===== src/hdl/rwc_pkg.sv =====
// Constants for the reset and watchdog controller
// Operation
// Any reset forces registers to initial values; code keeps the reset cause flags through all but power-on
// Port reset acts asynchronously without clock
// Stretch internal reset by fuse-chosen delay
// Four sources: power-on, pin, watchdog, brown-out
// Power-on low reasserts reset immediately
// Power-on threshold crossing starts delay counter
// Low enabled pin resets even without clock
// Pin release starts delay, then processor runs
// Brown-out asserts immediately, releases through delay
// Level fuse selects trip level with hysteresis
// Filter supply dips shorter than minimum duration
// Watchdog reset pulse lasts one clock cycle
// Watchdog counts 128kHz oscillator ticks via prescaler
// Restart, disable and chip reset clear counter
// Ten selectable watchdog periods, reset on expiry; code also accepts prescale codes 10 to 15, giving two longer periods
// Watchdog can interrupt instead of reset
// Fuse picks safety level one or two
// Bandgap on for brown-out, comparator, or converter
// Change enable self-clears after four cycles
// Enable and irq-enable bits choose watchdog action
// Watchdog cause flag set on reset, cleared otherwise; code clears it only on power-on or a written zero
// Delay length is input, counted in oscillator ticks
package rwc_pkg;
	// Bus register offsets
	localparam logic [3:0] WDT_CTRL_OFFSET  = 4'h0;
	localparam logic [3:0] RST_CAUSE_OFFSET = 4'h4;
	localparam logic [3:0] REF_CTRL_OFFSET  = 4'h8;
	// Watchdog control field positions
	localparam int WDT_IF_BIT   = 7;
	localparam int WDT_IE_BIT   = 6;
	localparam int WDT_P3_BIT   = 5;
	localparam int WDT_CE_BIT   = 4;
	localparam int WDT_EN_BIT   = 3;
	// Reset cause field positions
	localparam int CAUSE_WDT_BIT = 3;
	localparam int CAUSE_BOD_BIT = 2;
	localparam int CAUSE_EXT_BIT = 1;
	localparam int CAUSE_POR_BIT = 0;
	// Reference control field positions
	localparam int REF_COMPARATOR_BANDGAP_SELECT_BIT = 0;
	localparam int REF_ADC_BIT  = 1;
	// Timing
	localparam int CLK_HZ           = 100_000_000;
	localparam int WDT_OSC_HZ       = 128_000;
	localparam int WDT_OSC_DIV      = CLK_HZ / WDT_OSC_HZ;
	localparam int CE_WINDOW_CYCLES = 4;
	localparam int WDT_PERIODS      = 10;
	localparam int WDT_BASE_LOG2    = 11;
	localparam int BOD_MIN_NS       = 2000;
	localparam int BOD_FILTER_CYC   = (BOD_MIN_NS * (CLK_HZ / 1_000_000) + 999) / 1000;
	localparam logic [7:0] WDT_CTRL_RESET = 8'h00;
	localparam logic [1:0] BOD_LEVEL_OFF = 2'h3;
endpackage


===== src/hdl/rwc_sync_filter.sv =====
// Persistence filter for a brown-out comparator level
`timescale 1ns/1ps
module rwc_sync_filter #(
	parameter int CYCLES = 200
) (
	// Clock and reset
	input  wire logic clk_i,
	input  wire logic rst_i,
	// Level in and filtered level out
	input  wire logic raw_i,
	output logic      filt_o
);
	logic [$clog2(CYCLES+1)-1:0] cnt_reg;

	// Dips shorter than the filter time are ignored
	always_ff @(posedge clk_i or posedge rst_i) begin
		if (rst_i) begin
			cnt_reg <= '0;
			filt_o  <= 1'b0;
		end else if (!raw_i) begin
			cnt_reg <= '0;
			filt_o  <= 1'b0;
		end else if (cnt_reg == ($clog2(CYCLES+1))'(CYCLES)) begin
			filt_o <= 1'b1;
		end else begin
			cnt_reg <= cnt_reg + 1'b1;
		end
	end
endmodule


===== src/hdl/rwc_delay_counter.sv =====
// Start-up delay counter stretching internal reset
`timescale 1ns/1ps
module rwc_delay_counter #(
	parameter int WIDTH = 16
) (
	// Clock and source reset
	input  wire logic             clk_i,
	input  wire logic             src_rst_i,
	// Oscillator tick and length
	input  wire logic             tick_i,
	input  wire logic [WIDTH-1:0] length_i,
	// Stretched reset
	output logic                  hold_o
);
	logic [WIDTH-1:0] cnt_reg;

	// Source active resets instantly; release counts ticks
	always_ff @(posedge clk_i or posedge src_rst_i) begin
		if (src_rst_i) begin
			cnt_reg <= '0;
			hold_o  <= 1'b1;
		end else if (hold_o && tick_i) begin
			if (cnt_reg >= length_i) begin
				hold_o <= 1'b0;
			end else begin
				cnt_reg <= cnt_reg + 1'b1;
			end
		end
	end
endmodule


===== src/hdl/rwc_top.sv =====
// Reset combiner, brown-out filter and watchdog timer
//
// Implementation choices: the address map and the Wishbone interface to the registers.
`timescale 1ns/1ps
module rwc_top #(
	parameter int DELAY_WIDTH = 16,
	parameter int BOD_FILTER  = rwc_pkg::BOD_FILTER_CYC,
	parameter int OSC_DIV     = rwc_pkg::WDT_OSC_DIV
) (
	// Clock and power-on
	input  wire logic                   REF_CLK_I,
	input  wire logic                   RST_I,
	// Analog detectors and pin
	input  wire logic                   SUPPLY_BELOW_POR_I,
	input  wire logic                   EXT_RESET_N_I,
	input  wire logic                   EXT_RESET_EN_I,
	input  wire logic                   BOD_BELOW_LOW_I,
	input  wire logic                   BOD_ABOVE_HIGH_I,
	// Fuses
	input  wire logic [2:0]             BROWNOUT_LEVEL_FUSE_I,
	input  wire logic                   WATCHDOG_ALWAYS_ON_FUSE_I,
	input  wire logic [DELAY_WIDTH-1:0] STARTUP_DELAY_I,
	// CPU side
	input  wire logic                   WATCHDOG_RESTART_INSTRUCTION_I,
	input  wire logic                   WDT_IRQ_ACK_I,
	input  wire logic                   ADC_ENABLE_I,
	// Wishbone slave
	input  wire logic                   CYC_I,
	input  wire logic                   STB_I,
	input  wire logic                   WE_I,
	input  wire logic [3:0]             ADR_I,
	input  wire logic [3:0]             SEL_I,
	input  wire logic [31:0]            DAT_I,
	output logic      [31:0]            DAT_O,
	output logic                        ACK_O,
	// Results
	output logic                        INT_RESET_O,
	output logic                        IO_RESET_O,
	output logic                        WDT_RESET_PULSE_O,
	output logic                        WDT_IRQ_O,
	output logic                        BANDGAP_EN_O,
	output logic [2:0]                  BROWNOUT_LEVEL_O
);
	logic        bod_enabled;
	logic        bod_low_filt;
	logic        bod_active_reg;
	logic        ext_active;
	logic        wdt_pulse_reg;
	logic        src_rst;
	logic        delay_hold;
	logic        tick_reg;
	logic [$clog2(OSC_DIV+1)-1:0] div_reg;
	logic [21:0] wdt_cnt_reg;
	logic [3:0]  wdt_prescale_reg;
	logic        wdt_ie_reg;
	logic        wdt_en_reg;
	logic        wdt_if_reg;
	logic        wdt_ce_reg;
	logic [2:0]  ce_cnt_reg;
	logic        cause_wdt_reg;
	logic        cause_bod_reg;
	logic        cause_ext_reg;
	logic        cause_por_reg;
	logic        comparator_bandgap_select_reg;
	logic        wdt_en_eff;
	logic        wdt_running;
	logic        wdt_expire;
	logic        wb_hit;
	logic        wr_ctrl;
	logic        wr_cause;
	logic        wr_ref;
	logic [7:0]  wr_byte;
	logic [21:0] wdt_limit;

	// Brown-out off when fuse selects disabled level
	assign bod_enabled      = (BROWNOUT_LEVEL_FUSE_I[1:0] != rwc_pkg::BOD_LEVEL_OFF) ||
		BROWNOUT_LEVEL_FUSE_I[2];
	assign BROWNOUT_LEVEL_O = BROWNOUT_LEVEL_FUSE_I;

	rwc_sync_filter #(
		.CYCLES (BOD_FILTER)
	) u_bod_filter (
		.clk_i  (REF_CLK_I),
		.rst_i  (RST_I),
		.raw_i  (BOD_BELOW_LOW_I & bod_enabled),
		.filt_o (bod_low_filt)
	);

	// Hysteresis: set below low trip, clear above high trip
	always_ff @(posedge REF_CLK_I or posedge RST_I) begin
		if (RST_I) begin
			bod_active_reg <= 1'b0;
		end else if (!bod_enabled) begin
			bod_active_reg <= 1'b0;
		end else if (bod_low_filt) begin
			bod_active_reg <= 1'b1;
		end else if (BOD_ABOVE_HIGH_I) begin
			bod_active_reg <= 1'b0;
		end
	end

	assign ext_active = EXT_RESET_EN_I & ~EXT_RESET_N_I;

	// Four sources into one asynchronous reset
	assign src_rst = RST_I | SUPPLY_BELOW_POR_I | ext_active | bod_active_reg | wdt_pulse_reg;

	// Oscillator tick enable at 128kHz
	always_ff @(posedge REF_CLK_I or posedge RST_I) begin
		if (RST_I) begin
			div_reg  <= '0;
			tick_reg <= 1'b0;
		end else if (div_reg == ($clog2(OSC_DIV+1))'(OSC_DIV - 1)) begin
			div_reg  <= '0;
			tick_reg <= 1'b1;
		end else begin
			div_reg  <= div_reg + 1'b1;
			tick_reg <= 1'b0;
		end
	end

	// Delay restarts when the last source releases
	rwc_delay_counter #(
		.WIDTH (DELAY_WIDTH)
	) u_delay (
		.clk_i     (REF_CLK_I),
		.src_rst_i (src_rst),
		.tick_i    (tick_reg),
		.length_i  (STARTUP_DELAY_I),
		.hold_o    (delay_hold)
	);

	assign INT_RESET_O = delay_hold;
	assign IO_RESET_O  = src_rst | delay_hold;

	// Safety level two keeps the watchdog enabled
	assign wdt_en_eff  = wdt_en_reg | WATCHDOG_ALWAYS_ON_FUSE_I | cause_wdt_reg;
	assign wdt_running = wdt_en_eff | wdt_ie_reg;
	assign wdt_limit   = 22'(((1 << rwc_pkg::WDT_BASE_LOG2) << wdt_prescale_reg) - 1);
	assign wdt_expire  = wdt_running && tick_reg && (wdt_cnt_reg >= wdt_limit);

	// Watchdog counter cleared by restart, disable, reset
	always_ff @(posedge REF_CLK_I or posedge src_rst) begin
		if (src_rst) begin
			wdt_cnt_reg <= '0;
		end else if (!delay_hold && (WATCHDOG_RESTART_INSTRUCTION_I || !wdt_running)) begin
			wdt_cnt_reg <= '0;
		end else if (wdt_expire) begin
			wdt_cnt_reg <= '0;
		end else if (!delay_hold && tick_reg) begin
			wdt_cnt_reg <= wdt_cnt_reg + 1'b1;
		end
	end

	// One-cycle reset pulse on expiry in reset mode
	always_ff @(posedge REF_CLK_I or posedge RST_I) begin
		if (RST_I) begin
			wdt_pulse_reg <= 1'b0;
		end else begin
			wdt_pulse_reg <= wdt_expire && wdt_en_eff && !wdt_ie_reg && !wdt_pulse_reg;
		end
	end
	assign WDT_RESET_PULSE_O = wdt_pulse_reg;

	// Wishbone decode, single-cycle acknowledge
	assign wb_hit   = CYC_I && STB_I && !ACK_O;
	assign wr_byte  = SEL_I[0] ? DAT_I[7:0] : 8'h00;
	assign wr_ctrl  = wb_hit && WE_I && SEL_I[0] && (ADR_I == rwc_pkg::WDT_CTRL_OFFSET);
	assign wr_cause = wb_hit && WE_I && SEL_I[0] && (ADR_I == rwc_pkg::RST_CAUSE_OFFSET);
	assign wr_ref   = wb_hit && WE_I && SEL_I[0] && (ADR_I == rwc_pkg::REF_CTRL_OFFSET);

	always_ff @(posedge REF_CLK_I or posedge RST_I) begin
		if (RST_I) begin
			ACK_O <= 1'b0;
			DAT_O <= 32'h0000_0000;
		end else begin
			ACK_O <= wb_hit;
			if (wb_hit && !WE_I) begin
				case (ADR_I)
					rwc_pkg::WDT_CTRL_OFFSET: begin
						DAT_O <= {24'h000000, wdt_if_reg, wdt_ie_reg, wdt_prescale_reg[3], wdt_ce_reg,
							wdt_en_eff, wdt_prescale_reg[2:0]};
					end
					rwc_pkg::RST_CAUSE_OFFSET: begin
						DAT_O <= {28'h0000000, cause_wdt_reg, cause_bod_reg, cause_ext_reg, cause_por_reg};
					end
					rwc_pkg::REF_CTRL_OFFSET: begin
						DAT_O <= {31'h00000000, comparator_bandgap_select_reg};
					end
					default: begin
						DAT_O <= 32'h0000_0000;
					end
				endcase
			end
		end
	end

	// Watchdog control with timed change window
	always_ff @(posedge REF_CLK_I or posedge src_rst) begin
		if (src_rst) begin
			wdt_ce_reg       <= 1'b0;
			ce_cnt_reg       <= '0;
			wdt_prescale_reg <= 4'h0;
			wdt_ie_reg       <= 1'b0;
			wdt_en_reg       <= 1'b0;
		end else begin
			if (wdt_expire && wdt_en_eff && wdt_ie_reg) begin
				wdt_ie_reg <= 1'b0;
			end
			if (wr_ctrl) begin
				if (wr_byte[rwc_pkg::WDT_CE_BIT] && wr_byte[rwc_pkg::WDT_EN_BIT]) begin
					wdt_ce_reg <= 1'b1;
					ce_cnt_reg <= '0;
				end else begin
					wdt_ce_reg <= 1'b0;
				end
				wdt_ie_reg <= wr_byte[rwc_pkg::WDT_IE_BIT];
				if (wr_byte[rwc_pkg::WDT_EN_BIT]) begin
					wdt_en_reg <= 1'b1;
				end else if (wdt_ce_reg) begin
					wdt_en_reg <= 1'b0;
				end
				if (!WATCHDOG_ALWAYS_ON_FUSE_I || wdt_ce_reg) begin
					wdt_prescale_reg <= {wr_byte[rwc_pkg::WDT_P3_BIT], wr_byte[2:0]};
				end
			end else if (wdt_ce_reg) begin
				if (ce_cnt_reg == 3'(rwc_pkg::CE_WINDOW_CYCLES - 1)) begin
					wdt_ce_reg <= 1'b0;
				end else begin
					ce_cnt_reg <= ce_cnt_reg + 1'b1;
				end
			end
		end
	end

	// Interrupt flag: set wins over clear
	always_ff @(posedge REF_CLK_I or posedge src_rst) begin
		if (src_rst) begin
			wdt_if_reg <= 1'b0;
		end else if (wdt_expire && wdt_ie_reg) begin
			wdt_if_reg <= 1'b1;
		end else if (WDT_IRQ_ACK_I || (wr_ctrl && wr_byte[rwc_pkg::WDT_IF_BIT])) begin
			wdt_if_reg <= 1'b0;
		end
	end
	assign WDT_IRQ_O = wdt_if_reg & wdt_ie_reg;

	// Reset cause flags survive all but power-on
	always_ff @(posedge REF_CLK_I or posedge RST_I) begin
		if (RST_I) begin
			cause_wdt_reg <= 1'b0;
			cause_bod_reg <= 1'b0;
			cause_ext_reg <= 1'b0;
			cause_por_reg <= 1'b1;
		end else begin
			if (SUPPLY_BELOW_POR_I) begin
				cause_wdt_reg <= 1'b0;
				cause_bod_reg <= 1'b0;
				cause_ext_reg <= 1'b0;
				cause_por_reg <= 1'b1;
			end else begin
				if (wdt_pulse_reg) begin
					cause_wdt_reg <= 1'b1;
				end else if (wr_cause && !wr_byte[rwc_pkg::CAUSE_WDT_BIT]) begin
					cause_wdt_reg <= 1'b0;
				end
				if (bod_active_reg) begin
					cause_bod_reg <= 1'b1;
				end else if (wr_cause && !wr_byte[rwc_pkg::CAUSE_BOD_BIT]) begin
					cause_bod_reg <= 1'b0;
				end
				if (ext_active) begin
					cause_ext_reg <= 1'b1;
				end else if (wr_cause && !wr_byte[rwc_pkg::CAUSE_EXT_BIT]) begin
					cause_ext_reg <= 1'b0;
				end
				if (wr_cause && !wr_byte[rwc_pkg::CAUSE_POR_BIT]) begin
					cause_por_reg <= 1'b0;
				end
			end
		end
	end

	// Comparator bandgap select
	always_ff @(posedge REF_CLK_I or posedge src_rst) begin
		if (src_rst) begin
			comparator_bandgap_select_reg <= 1'b0;
		end else if (wr_ref) begin
			comparator_bandgap_select_reg <= wr_byte[rwc_pkg::REF_COMPARATOR_BANDGAP_SELECT_BIT];
		end
	end

	assign BANDGAP_EN_O = bod_enabled | comparator_bandgap_select_reg | ADC_ENABLE_I;
endmodule


===== config.mk =====
export PLATFORM = sky130hd
export DESIGN_NAME = rwc_top
export DESIGN_NICKNAME = d
export VERILOG_FILES = /design/src/hdl/rwc_pkg.sv /design/src/hdl/rwc_sync_filter.sv /design/src/hdl/rwc_delay_counter.sv /design/src/hdl/rwc_top.sv
export SDC_FILE = /design/constraint.sdc
export NUM_CORES = 1
export LEC_CHECK = 0
export BUFFER_PORTS_ARGS = -buffer_cell sky130_fd_sc_hd__buf_2
export CORE_MARGIN = 2
export CORE_UTILIZATION = 60
export CTS_BUF_LIST = sky130_fd_sc_hd__clkbuf_4
export DETAILED_ROUTE_END_ITERATION = 8
export PLACE_DENSITY_LB_ADDON = 0.3
export SLEW_MARGIN = 20
export SYNTH_ARGS = -nofsm -noshare
export SYNTH_HDL_FRONTEND = slang
export SYNTH_HIERARCHICAL = 1
export SYNTH_SLANG_ARGS = --single-unit
export TNS_END_PERCENT = 30

===== constraint.sdc =====
create_clock -name REF_CLK_I -period 2.5 [get_ports REF_CLK_I]
set_clock_uncertainty 0.2 [all_clocks]
set_input_delay 0.125 -clock REF_CLK_I [delete_from_list [all_inputs] [get_ports REF_CLK_I]]
set_output_delay 0.125 -clock REF_CLK_I [all_outputs]
set_load 0.03 [all_outputs]

* After elaboration in Yosys (flattened, before gate mapping)
Index checks and enable logic that the tools add are counted.
Storage, ports and cells: register bits 110, bits of input ports 73, output and inout port bits 41, logic and storage cells 150
Cells by class: add/sub/neg operators 6, order comparisons 2, eq/ne operators 11, shift operators 1, muxes and demuxes 39, bitwise operators 15, reductions and logical operators 54
Operators with widths (count):
- $mux W22 | 3
- $mux W1 | 27
- $logic_and A1 B1 Y1 | 24
- $mux W8 | 3
- $pmux W8 S3 | 1
- $add A22 B1 Y22 const B | 1
- $ge A22 B22 Y1 | 1
- $shl A12 B4 Y22 const A | 1
- $sub A22 B2 Y22 const B | 1
- $add A16 B1 Y16 const B | 1
- $ge A16 B16 Y1 | 1
- $mux W3 | 4
- $reduce_bool A3 Y1 | 4
- $logic_not A1 Y1 | 11
- $add A10 B1 Y10 const B | 1
- $eq A10 B10 Y1 const B | 1
- $mux W10 | 1
- $or A1 B1 Y1 | 10
- $reduce_bool A2 Y1 | 5
- $add A8 B1 Y8 const B | 1
- $eq A8 B8 Y1 const B | 1
- $ne A2 B2 Y1 const B | 4
- $reduce_and A2 Y1 | 4
- $eq A4 B3 Y1 const B | 1
- other kinds (10) | 16

* Logic depth before layout (Yosys ltp)
Gate-level depths: netlist of the first run.
word-level depth 9, mapped depth 16, gate-level depth less buffers 13

* Modules after synthesis
The synthesis of the first run kept the hierarchy.
By module, submodules not included:
- rwc_top | instances 1, cells an instance 370, area an instance 3533.4 um^2, sequential area each 1502.7 um^2
- rwc_delay_counter | instances 1, cells an instance 126, area an instance 1285.0 um^2, sequential area each 426.7 um^2
- rwc_sync_filter | instances 1, cells an instance 47, area an instance 490.5 um^2, sequential area each 225.2 um^2

* Worst setup path before layout of the first run
OpenSTA, ideal clock, no wires.
path kind flip-flop to flip-flop, start register wdt_prescale_reg[2], end register wdt_cnt_reg[10], library setup time 0.137 ns, data arrival time 3.028 ns, slack -0.866 ns, stages on the path, launching flop included 17, buffers on the path 3, path through dfrtp_1 -> clkbuf_1 -> nor2_1 -> nand3_1 -> ha_1 -> clkbuf_1 -> nor3_1 -> o21ai_0 -> a21oi_1 -> a31oi_1 -> ha_1 -> nand4_1 -> nor4_1 -> a2bb2oi_1 -> a21oi_1 -> clkbuf_1 -> nor3_1
On the way: cells in the longest elaborated chain, start to end 6
RTL lines:
- from (decl) | line rwc_top.sv:54 | logic [3:0] wdt_prescale_reg;
- from (signal assigned) | line rwc_top.sv:223 | wdt_prescale_reg <= {wr_byte[rwc_pkg::WDT_P3_BIT], wr_byte[2:0]};
- $shl A12 B4 Y22 (*) | line rwc_top.sv:138 | assign wdt_limit = 22'(((1 << rwc_pkg::WDT_BASE_LOG2) << wdt_prescale_reg) - 1);
- $sub A22 B2 Y22 (*) | line rwc_top.sv:138
- $ge A22 B22 Y1 (*) | line rwc_top.sv:139 | assign wdt_expire = wdt_running && tick_reg && (wdt_cnt_reg >= wdt_limit);
- $logic_and A1 B1 Y1 (*) | line rwc_top.sv:139
- $mux W22 | line rwc_top.sv:147 | end else if (wdt_expire) begin
- $mux W22 | line rwc_top.sv:145 | end else if (!delay_hold && (WATCHDOG_RESTART_INSTRUCTION_I || !wdt_running)) begin
- to (signal assigned) | line rwc_top.sv:150 | wdt_cnt_reg <= wdt_cnt_reg + 1'b1;
- to (decl) | line rwc_top.sv:53 | logic [21:0] wdt_cnt_reg;
Mark *: on every way between the ends. The rest lies on a longest branch, timed or not. A chain may end at the register's enable or synchronous reset.

* Worst setup path after layout of the first run
start register wdt_prescale_reg[3], end register wdt_cnt_reg[1]
Same word-level chain as after synthesis.

==> flow_metrics.py, run 1 <==
metrics = {
    "power_and_ir_drop": {
        "power_uw": 2720,
        "swShare_pct": 29.1,
        "peakVddDrop_uv": 268,
        "clockPowerShare_pct": 29.3,
        "p_int_uw": 1930,
        "cellPowerDensity_nw_per_um2": 408,
        "seqPwrFrac_pct": 54.1,
        "combPwrFrac_pct": 16.6,
        "p_switching_uw": 790,
        "leakage_uw": 0.00332,
    },
    "detailed_routing": {
        "drtIter0Drc": 184,
        "post_drt_via_cell_ratio": 5.97,
        "routed_wl_um": 13800,
        "drcViolationCount": 0,
        "wl_per_cell_um": 17.5,
        "vias": 4706,
        "first_pass_iters": 5,
        "antenna_left": 0,
    },
    "grt": {
        "grt_pass1_wl_um": 22700,
        "grt_start_max_net_pins": 35,
        "grt-ovfl-total": 0,
        "antenna_found_initial": 0,
        "grtUsageTotal_pct": 29.1,
        "grt_pass1_vias": 4860,
    },
    "worst_setup_path": {
        "worstPathArrival_ns": 3.40,
        "worstPathCellList": "nor2_4 -> nand3_2 -> ha_4 -> nor3_2 -> o21ai_2 -> a21oi_1 -> a31oi_1 -> ha_1 -> nand4_1 -> nor4_2 -> a2bb2oi_2 -> a21oi_4 -> buf_4 -> buf_12 -> nor3_2",
        "critical_path_buf_inv_count": 2,
        "critPathMaxFanout": 8,
        "crit_required_ns": 2.62,
        "rrSetupSlack_ns": -0.78,
        "slowest_delay_ns": 0.43,
        "worstSetupPathType": "flop to flop",
        "critPathSlowestCell": "dfrtp_1",
        "cpMostUsedCell": "nor3_2",
        "critPathTopFamily": "simple AND/OR/NAND/NOR gates",
        "crit_path_end_kind": "flop",
        "critPathLaunchType": "flop",
    },
    "final_layout": {
        "nets": 784,
        "final_cells": 788,
        "fin_area_um2": 6660,
        "utilization_pct": 77.1,
        "drive_gt1_share_pct": 28.2,
        "area_growth_pct": 25.5,
        "nFillCells": 558,
        "largest_reg_flops": 22,
        "num_antenna_cells": 0,
    },
    "cts": {
        "cts_sinks": 86,
        "cts_htree_levels": 3,
        "clk_path_buf_depth": 2,
        "insertion_delay_ns": 0.44,
        "cts_buffers": 9,
        "tritoncts": "yes",
        "clockRootBuffer": "clkbuf_4",
        "clkTransAtPathRegs_ns": 0.13,
    },
    "synth": {
        "synth_top_family_by_area": "simple AND/OR/NAND/NOR gates",
        "synth-adder-area-share_pct": 8.48,
        "synth_xor_area_share_pct": 7.59,
        "yosys-top-cells-area": "dfrtp_1 40%, ha_1 8.5%, xnor2_1 5.4%",
        "ys_async_sr_fraction_pct": 100,
        "avgSynthCellArea_um2": 9.78,
        "synth_cell_types": 67,
        "syn_area_um2": 5310,
        "synth_common_cells": "84 x dfrtp_1, 37 x inv_1, 36 x ha_1",
        "synth-edff-count": 0,
        "synth_flop_cell": "dfrtp_1",
        "synth-simple-area-share_pct": 23.9,
        "synth.top_cell.area_share_pct": 39.6,
        "yosysWarnings": 6,
        "ys_ff_latch": 86,
        "synth.most_common_cell": "dfrtp_1",
        "synthMuxAreaShare_pct": 2.52,
        "yosysTopAreaCell": "dfrtp_1",
        "postSynthCellCount": 543,
        "synth-compound-area-share_pct": 8.77,
        "ys_seq_area_share_pct": 40.6,
    },
    "placement": {
        "dpl.cell_count": 729,
        "dpl_cell_area_um2": 5860,
        "place.gp.congestion": 0.907,
        "dp_hpwl_um": 8580,
        "io_buffers": 62,
    },
    "sta": {
        "hold_viol_final": 0,
        "slew_violations": 0,
        "worst_slew_pin_slew_ns": 0.755,
        "grt_setup_unrepaired": "true",
        "max_freq_ghz": 0.305,
        "setup_viol": 25,
        "period_share_pct": 131,
        "fin_ws_ns": -0.779,
        "relSlewSlack_pct": 49.2,
        "min_period_ns": 3.28,
        "tns_ns": -18.23,
    },
    "status": {
        "status": "finished, violations left",
        "violations": "negative setup slack",
    },
    "run": {
        "maxCapViolCount": 0,
    },
    "floorplan": {
        "die_height_um": 98.1,
        "row_count": 34,
        "io_pins": 114,
        "start_util_pct": 61.5,
        "die-area_um2": 9620,
        "die_w_um": 98.1,
        "coreArea_um2": 8640,
    },
    "worst_hold_path": {
        "hold_class": "input pin to async pin",
    },
}
worst min-delay path: stages:
cell	delay, ns
dlygate4sd3_1	0.54
buf_2	0.14
inv_1	0.28
layer usage:
metal	wire, µm	vias up	GRT usage [%]
met4	511	0	13.5
met3	936	54	5.23
li1	-	2141	-
met2	7040	219	50.6
met5	0	-	0
met1	5320	2292	35.0
power by group through the flow:
stage               sequential [µW]  clock, µW  combinational (µW)
finish                         1470        797                 450
global route                   1480        866                 496
CTS                            1470        803                 419
detailed placement             1500          0                 374
global placement               1490          0                 357
floorplan                      1500          0                 265
timing repair:
| item | in CTS | in global routing |
|---|---|---|
| cloned | 1 | 0 |
| pin swaps | 19 | 8 |
| endpoints found under the setup margin | 29 | 44 |
| setup buffers | 7 | 7 |
| gates resized for setup | 28 | 19 |
| hold endpoints to repair | 107 | 0 |
| hold buffers | 29 | 0 |
logic make-up (layout without fill, tap and decap cells):
logic type | after synthesis | count (layout)
XOR/XNOR | 46 | 46
adder cells (fa/ha/maj) | 36 | 36
multiplexers | 13 | 13
flip-flops | 86 | 86
buffers and inverters | 80 | 194
other | 1 | 24
AND/OR/NAND/NOR | 209 | 209
AO/OA/AOI/OAI | 72 | 72
cell type report:
type	instances	area, µm²	share of cell area (%)
tap	108	135	2.03
clock inverter	5	50.0	0.751
multi-input combinational	400	3070	46.1
timing repair buffer	141	1030	15.4
clock buffer	11	82.6	1.24
inverter	37	139	2.09
sequential	86	2150	32.4
final timing paths:
kind	to	cells past startpoint	from
max	wdt_cnt_reg[1]	15	wdt_prescale_reg[3]
min	u_bod_filter/filt_o	3	RST_I
max reg2reg	wdt_cnt_reg[1]	15	wdt_prescale_reg[3]
min reg2reg	u_delay/cnt_reg[15]	1	u_delay/cnt_reg[15]
max in group asynchronous	u_delay/cnt_reg[15]	6	EXT_RESET_EN_I
min in group REF_CLK_I	u_delay/cnt_reg[8]	7	STARTUP_DELAY_I[15]
stage by stage:
stage / setup slack (ns) / hold WS (ns)
2_1_floorplan: -0.464 / -0.247
3_3_place_gp: -0.420 / -0.0688
3_5_place_dp: -0.601 / -0.0672
4_1_cts: -0.496 / 0.00263
5_1_grt: -0.858 / 0.0380
6_report: -0.779 / 0.0283
cell usage in the layout, fill, tap and decap left out, types with 11 or more instances in the layout:
cell           count
dfrtp_1           84
nor3_2            13
a21oi_1           16
buf_4             43
nor2_1            21
xnor2_1           33
nand3_1           22
inv_1             36
conb_1            24
and3_1            15
ha_1              34
clkbuf_4          11
dlygate4sd3_1     29
buf_2             62
o21ai_0           18
nand2_1           35
xor2_1            13
nand4_1           18
Power figures use the tool's default switching activity.
==> inputs of run 2 (changes only) <==
- ABC_AREA: default -> 1
==> flow_metrics.py, run 2 <==
metrics = {
    "worst_setup_path": {
        "critPathMaxFanout": 5,
        "crit_path_end_kind": "flop",
        "worstSetupPathType": "flop to flop",
        "critPathLaunchType": "flop",
        "worstPathArrival_ns": 3.19,
        "crit_required_ns": 2.67,
    },
    "sta": {
        "min_period_ns": 3.02,
        "fin_ws_ns": -0.518,
        "max_freq_ghz": 0.331,
        "tns_ns": -11.64,
        "hold_viol_final": 0,
        "period_share_pct": 121,
        "worst_slew_pin_slew_ns": 0.952,
        "relSlewSlack_pct": 36.2,
        "slew_violations": 0,
        "grt_setup_unrepaired": "true",
        "setup_viol": 25,
    },
    "synth": {
        "syn_area_um2": 5780,
        "avgSynthCellArea_um2": 7.54,
        "postSynthCellCount": 767,
        "yosysTopAreaCell": "dfrtp_1",
        "synth.most_common_cell": "nand2_1",
        "synth_flop_cell": "dfrtp_1",
        "ys_seq_area_share_pct": 37.3,
        "synth.top_cell.area_share_pct": 36.4,
        "ys_async_sr_fraction_pct": 100,
        "synth_common_cells": "185 x nand2_1, 108 x inv_1, 99 x nor2_1",
        "ys_ff_latch": 86,
        "yosys-top-cells-area": "dfrtp_1 36%, nand2_1 12%, ha_1 7.8%",
        "yosysWarnings": 6,
        "synth_cell_types": 40,
        "synth-edff-count": 0,
    },
    "cts": {
        "cts_buffers": 9,
        "insertion_delay_ns": 0.45,
        "clk_path_buf_depth": 2,
        "cts_htree_levels": 3,
        "clkTransAtPathRegs_ns": 0.17,
        "tritoncts": "yes",
        "cts_sinks": 86,
        "clockRootBuffer": "clkbuf_4",
    },
    "worst_hold_path": {
        "hold_class": "input pin to flop",
    },
    "floorplan": {
        "die_w_um": 102,
        "io_pins": 114,
        "coreArea_um2": 9280,
        "die-area_um2": 10400,
        "die_height_um": 102,
        "start_util_pct": 62.3,
        "row_count": 35,
    },
    "detailed_routing": {
        "first_pass_iters": 8,
        "antenna_left": 0,
        "post_drt_via_cell_ratio": 5.47,
        "routed_wl_um": 16100,
        "drtIter0Drc": 303,
        "wl_per_cell_um": 15.6,
        "vias": 5661,
        "drcViolationCount": 0,
    },
    "placement": {
        "dp_hpwl_um": 9970,
        "io_buffers": 62,
        "dpl.cell_count": 968,
        "place.gp.congestion": 0.895,
    },
    "power_and_ir_drop": {
        "seqPwrFrac_pct": 49.3,
        "cellPowerDensity_nw_per_um2": 419,
        "leakage_uw": 0.00365,
        "peakVddDrop_uv": 397,
        "swShare_pct": 29.1,
        "p_switching_uw": 865,
        "combPwrFrac_pct": 14.5,
        "p_int_uw": 2110,
        "clockPowerShare_pct": 36.2,
    },
    "grt": {
        "grt_pass1_vias": 5519,
        "grtUsageTotal_pct": 30.9,
        "grt_pass1_wl_um": 25300,
        "grt-ovfl-total": 0,
        "grt_start_max_net_pins": 35,
        "antenna_found_initial": 1,
    },
    "final_layout": {
        "largest_reg_flops": 22,
        "layout_commonest_cell": "nand2_1",
        "layout_common_cells": "180 x nand2_1, 105 x inv_1, 84 x dfrtp_1",
        "final_cells": 1034,
        "drive_gt1_share_pct": 21.6,
        "area_growth_pct": 22.9,
        "nets": 1008,
    },
    "status": {
        "violations": "negative setup slack",
        "status": "finished, violations left",
    },
    "run": {
        "maxCapViolCount": 0,
    },
}
run 2: cell count changes after synthesis, sizes merged, moves of 17 or more:
cell	previous run	this run
xnor2	33	8
nand3	30	54
nor3	27	10
nor2	24	117
inv	37	113
nand2	35	193
run 2: worst paths after layout:
check,from,endpoint,slack (ns),cells after the start
min in group asynchronous,RST_I,DAT_O[3],0.12,3
max,wdt_prescale_reg[3],wdt_cnt_reg[6],-0.52,20
max reg2reg,wdt_prescale_reg[3],wdt_cnt_reg[6],-0.52,20
min reg2reg,tick_reg,u_delay/hold_o,0.29,1
max in group asynchronous,EXT_RESET_N_I,u_delay/cnt_reg[3],0.72,7
min,ADR_I[3],DAT_O[7],0.08,6
run 2: through the flow:
step | setup WS [ns] | instance area, µm² | power [µW] | util [%] | hold slack [ns]
final | -0.518 | 7100 | 2980 | 76.5 | 0.0784
after global routing | -0.706 | 7100 | 3070 | 76.5 | 0.0754
after floorplan | -0.201 | 5890 | 1730 | - | -0.247
after detailed placement | -0.320 | 6270 | 1820 | 67.5 | -0.0746
after global placement | -0.187 | 6270 | 1800 | 67.5 | -0.0800
after CTS | -0.337 | 6870 | 2900 | 74.0 | 0.0146
run 2: per-layer routing:
layer / vias up / GRT usage, % / routed length [µm]
li1: 2653 / - / -
met1: 2627 / 35.9 / 5950
met2: 305 / 55.1 / 8220
met3: 76 / 5.13 / 1150
met4: 0 / 15.3 / 778
met5: - / 0 / 0
run 2: worst max-delay path: stages (launching register included):
cell,delay (ns)
dfrtp_1,0.43
nor2_2,0.12
buf_4,0.13
nand3_1,0.13
ha_4,0.22
o21ai_4,0.07
inv_2,0.06
nand2_2,0.07
nor2_1,0.05
a21oi_1,0.13
ha_1,0.26
nand2_1,0.10
nand2_1,0.09
nand3_1,0.08
nand2_1,0.07
nor2_2,0.12
nand3_2,0.09
nand2_2,0.11
nand2_4,0.11
clkbuf_16,0.20
nor2_2,0.08
run 2: final cells by class:
class / instances / area (µm²)
Antenna cell: 1 / 2.50
Clock buffer: 9 / 67.6
Clock inverter: 7 / 125
Fill cell: 616 / 2180
Inverter: 114 / 428
Multi-Input combinational cell: 555 / 3150
Sequential cell: 86 / 2150
Tap cell: 129 / 161
Timing Repair Buffer: 133 / 1010
run 2: logic make-up after synthesis:
kind of cell	after synthesis	synth area share (%)
and+or+nand+nor	413	32.8
buffers and inverters	149	12.3
DFF	86	37.3
AOI/OAI and AO/OA	54	5.50
adders and majority gates	36	7.79
xor gates and xnor gates	27	4.09
other	1	0.0649
muxes	1	0.195
run 2: what timing repair did:
| action | in CTS | in global routing |
|---|---|---|
| cloned | 0 | 3 |
| gates resized for setup | 0 | 41 |
| pin swaps | 2 | 17 |
| hold buffers | 40 | 0 |
| endpoints found under the hold margin | 128 | 0 |
| endpoints found under the setup margin | 25 | 27 |
| setup buffers | 1 | 5 |
run 2: power groups by stage:
stage               combinational (µW)  clock, µW  sequential (µW)
floorplan                          235          0             1490
global placement                   321          0             1480
detailed placement                 337          0             1480
CTS                                376       1070             1460
global route                       473       1130             1470
finish                             432       1080             1470
==> inputs of run 3 (changes only) <==
- CORE_UTILIZATION: 60 -> 55
- clock period: 2.5 -> 3.5 ns (I/O delays scaled with it)
==> flow_metrics.py, run 3 (synthesis results as in run 2) <==
metrics = {
    "detailed_routing": {
        "wl_per_cell_um": 12.6,
        "post_drt_via_cell_ratio": 5.17,
        "drtIter0Drc": 319,
        "vias": 5212,
        "drcViolationCount": 0,
        "antenna_left": 0,
        "first_pass_iters": 5,
        "routed_wl_um": 12700,
    },
    "floorplan": {
        "die_height_um": 107,
        "die_w_um": 107,
        "coreArea_um2": 10300,
        "io_pins": 114,
        "start_util_pct": 56.2,
        "row_count": 37,
        "die-area_um2": 11300,
    },
    "grt": {
        "antenna_found_initial": 0,
        "grt_pass1_vias": 5198,
        "grt-ovfl-total": 0,
        "grtUsageTotal_pct": 24.1,
        "grt_start_max_net_pins": 36,
        "grt_pass1_wl_um": 22400,
    },
    "sta": {
        "period_share_pct": 96.1,
        "grt_setup_unrepaired": "false",
        "setup_viol": 0,
        "max_freq_ghz": 0.297,
        "min_period_ns": 3.36,
        "relSlewSlack_pct": 37.6,
        "tns_ns": 0,
        "worst_slew_pin_slew_ns": 0.930,
        "hold_viol_final": 0,
        "slew_violations": 0,
    },
    "final_layout": {
        "drive_gt1_share_pct": 15.0,
        "nets": 976,
        "layout_commonest_cell": "nand2_1",
        "num_antenna_cells": 0,
        "final_cells": 1008,
        "layout_common_cells": "185 x nand2_1, 107 x inv_1, 99 x nor2_1",
        "area_growth_pct": 13.9,
        "largest_reg_flops": 22,
    },
    "cts": {
        "cts_htree_levels": 3,
        "clockRootBuffer": "clkbuf_4",
        "clkTransAtPathRegs_ns": 0.15,
        "clk_path_buf_depth": 2,
        "cts_sinks": 86,
        "tritoncts": "yes",
        "cts_setup_buffers": 0,
        "insertion_delay_ns": 0.45,
        "cts_buffers": 9,
    },
    "worst_setup_path": {
        "worstPathCellList": "dlygate4sd3_1 -> buf_2 -> nand2_1 -> dlygate4sd3_1 -> nor2_2 -> nand3_1 -> nor2_4 -> inv_2 -> a21oi_4 -> nand3_1 -> dlygate4sd3_1 -> o21ai_0 -> dlygate4sd3_1",
        "crit_path_end_kind": "flop",
        "critPathTopFamily": "buffers and inverters",
        "critical_path_buf_inv_count": 6,
        "slowest_delay_ns": 0.57,
        "crit_required_ns": 3.69,
        "worstPathArrival_ns": 3.55,
        "critPathLaunchType": "input pin",
        "critPathMaxFanout": 8,
        "critPathSlowestCell": "dlygate4sd3_1",
        "worstSetupPathType": "input pin to flop",
        "cpMostUsedCell": "dlygate4sd3_1",
    },
    "worst_hold_path": {
        "hold_class": "input pin to flop",
    },
    "placement": {
        "io_buffers": 62,
        "dpl.cell_count": 954,
        "place.gp.congestion": 0.830,
        "dp_hpwl_um": 9260,
    },
    "status": {
        "status": "completed",
    },
    "power_and_ir_drop": {
        "leakage_uw": 0.00337,
        "peakVddDrop_uv": 219,
        "cellPowerDensity_nw_per_um2": 274,
    },
    "run": {
        "maxCapViolCount": 0,
    },
}
[run 3: cell count changes in the layout (fill, tap and decap cells not counted), sizes merged]
| cell | before | now |
|---|---|---|
| buf | 91 | 63 |
| bufinv | 3 | 0 |
| clkbuf | 11 | 9 |
| clkinv | 2 | 4 |
| clkinvlp | 0 | 3 |
| diode | 1 | 0 |
| dlygate4sd3 | 39 | 38 |
| dlymetal6s4s | 1 | 0 |
| inv | 116 | 114 |
[run 3: layout make-up]
| type | count | area, µm² |
|---|---|---|
| Clock buffer | 9 | 67.6 |
| Inverter | 114 | 428 |
| Timing Repair Buffer | 101 | 698 |
| Fill cell | 899 | 3690 |
| Sequential cell | 86 | 2150 |
| Clock inverter | 7 | 48.8 |
| Tap cell | 136 | 170 |
| Multi-Input combinational cell | 555 | 3020 |
[run 3: final timing paths]
check | startpoint | end | slack, ns | cells past startpoint
worst max-delay path | CYC_I | wdt_prescale_reg[2] | 0.14 | 13
worst min-delay path | ADR_I[3] | DAT_O[1] | 0.04 | 6
worst max register to register | wdt_prescale_reg[3] | wdt_cnt_reg[17] | 0.24 | 20
worst min register to register | cause_por_reg | cause_por_reg | 0.29 | 2
max in group asynchronous | EXT_RESET_N_I | u_delay/cnt_reg[3] | 1.74 | 7
min in group asynchronous | RST_I | u_bod_filter/cnt_reg[0] | 0.05 | 3
[run 3: timing repair]
item / CTS / global route
setup endpoints to repair: 0 / 22
hold buffers: 38 / 0
gates resized for setup: 0 / 2
endpoints found under the hold margin: 119 / 0
[run 3: worst register-to-register path, delay by kind of cell, from the launching register on]
family	cells	cell delay [ns]
buffers and inverters	3	0.26
AOI/OAI and AO/OA	2	0.34
adders and majority gates	2	0.52
and+or+nand+nor	13	1.40
DFF	1	0.47
[run 3: layer usage]
metal / share of wire, % / GRT usage [%] / routed length, µm
met1: 44 / 30.8 / 5580
met2: 51 / 41.1 / 6450
met3: 3.8 / 3.74 / 479
met4: 1.8 / 9.28 / 223
met5: 0 / 0 / 0
[run 3: through the flow]
step	hold WS (ns)	total power [µW]	worst slack [ns]	util [%]	cell area, µm²
floorplan	-0.197	1230	0.711	-	5870
global placement	-0.0291	1270	0.316	59.1	6070
detailed placement	-0.0187	1280	0.203	59.1	6070
CTS	0.0144	1810	0.145	63.9	6570
global route	0.0576	1890	0.00306	64.1	6590
finish	0.0436	1800	0.136	64.1	6590
[run 3: where the power goes]
group	total [µW]	internal, µW	leakage, µW	switching (µW)
combinational	249	87.4	0.00216	162
sequential	1040	1020	0.00115	21.5
clock	510	147	0.0000564	363
total	1800	1260	0.00337	546
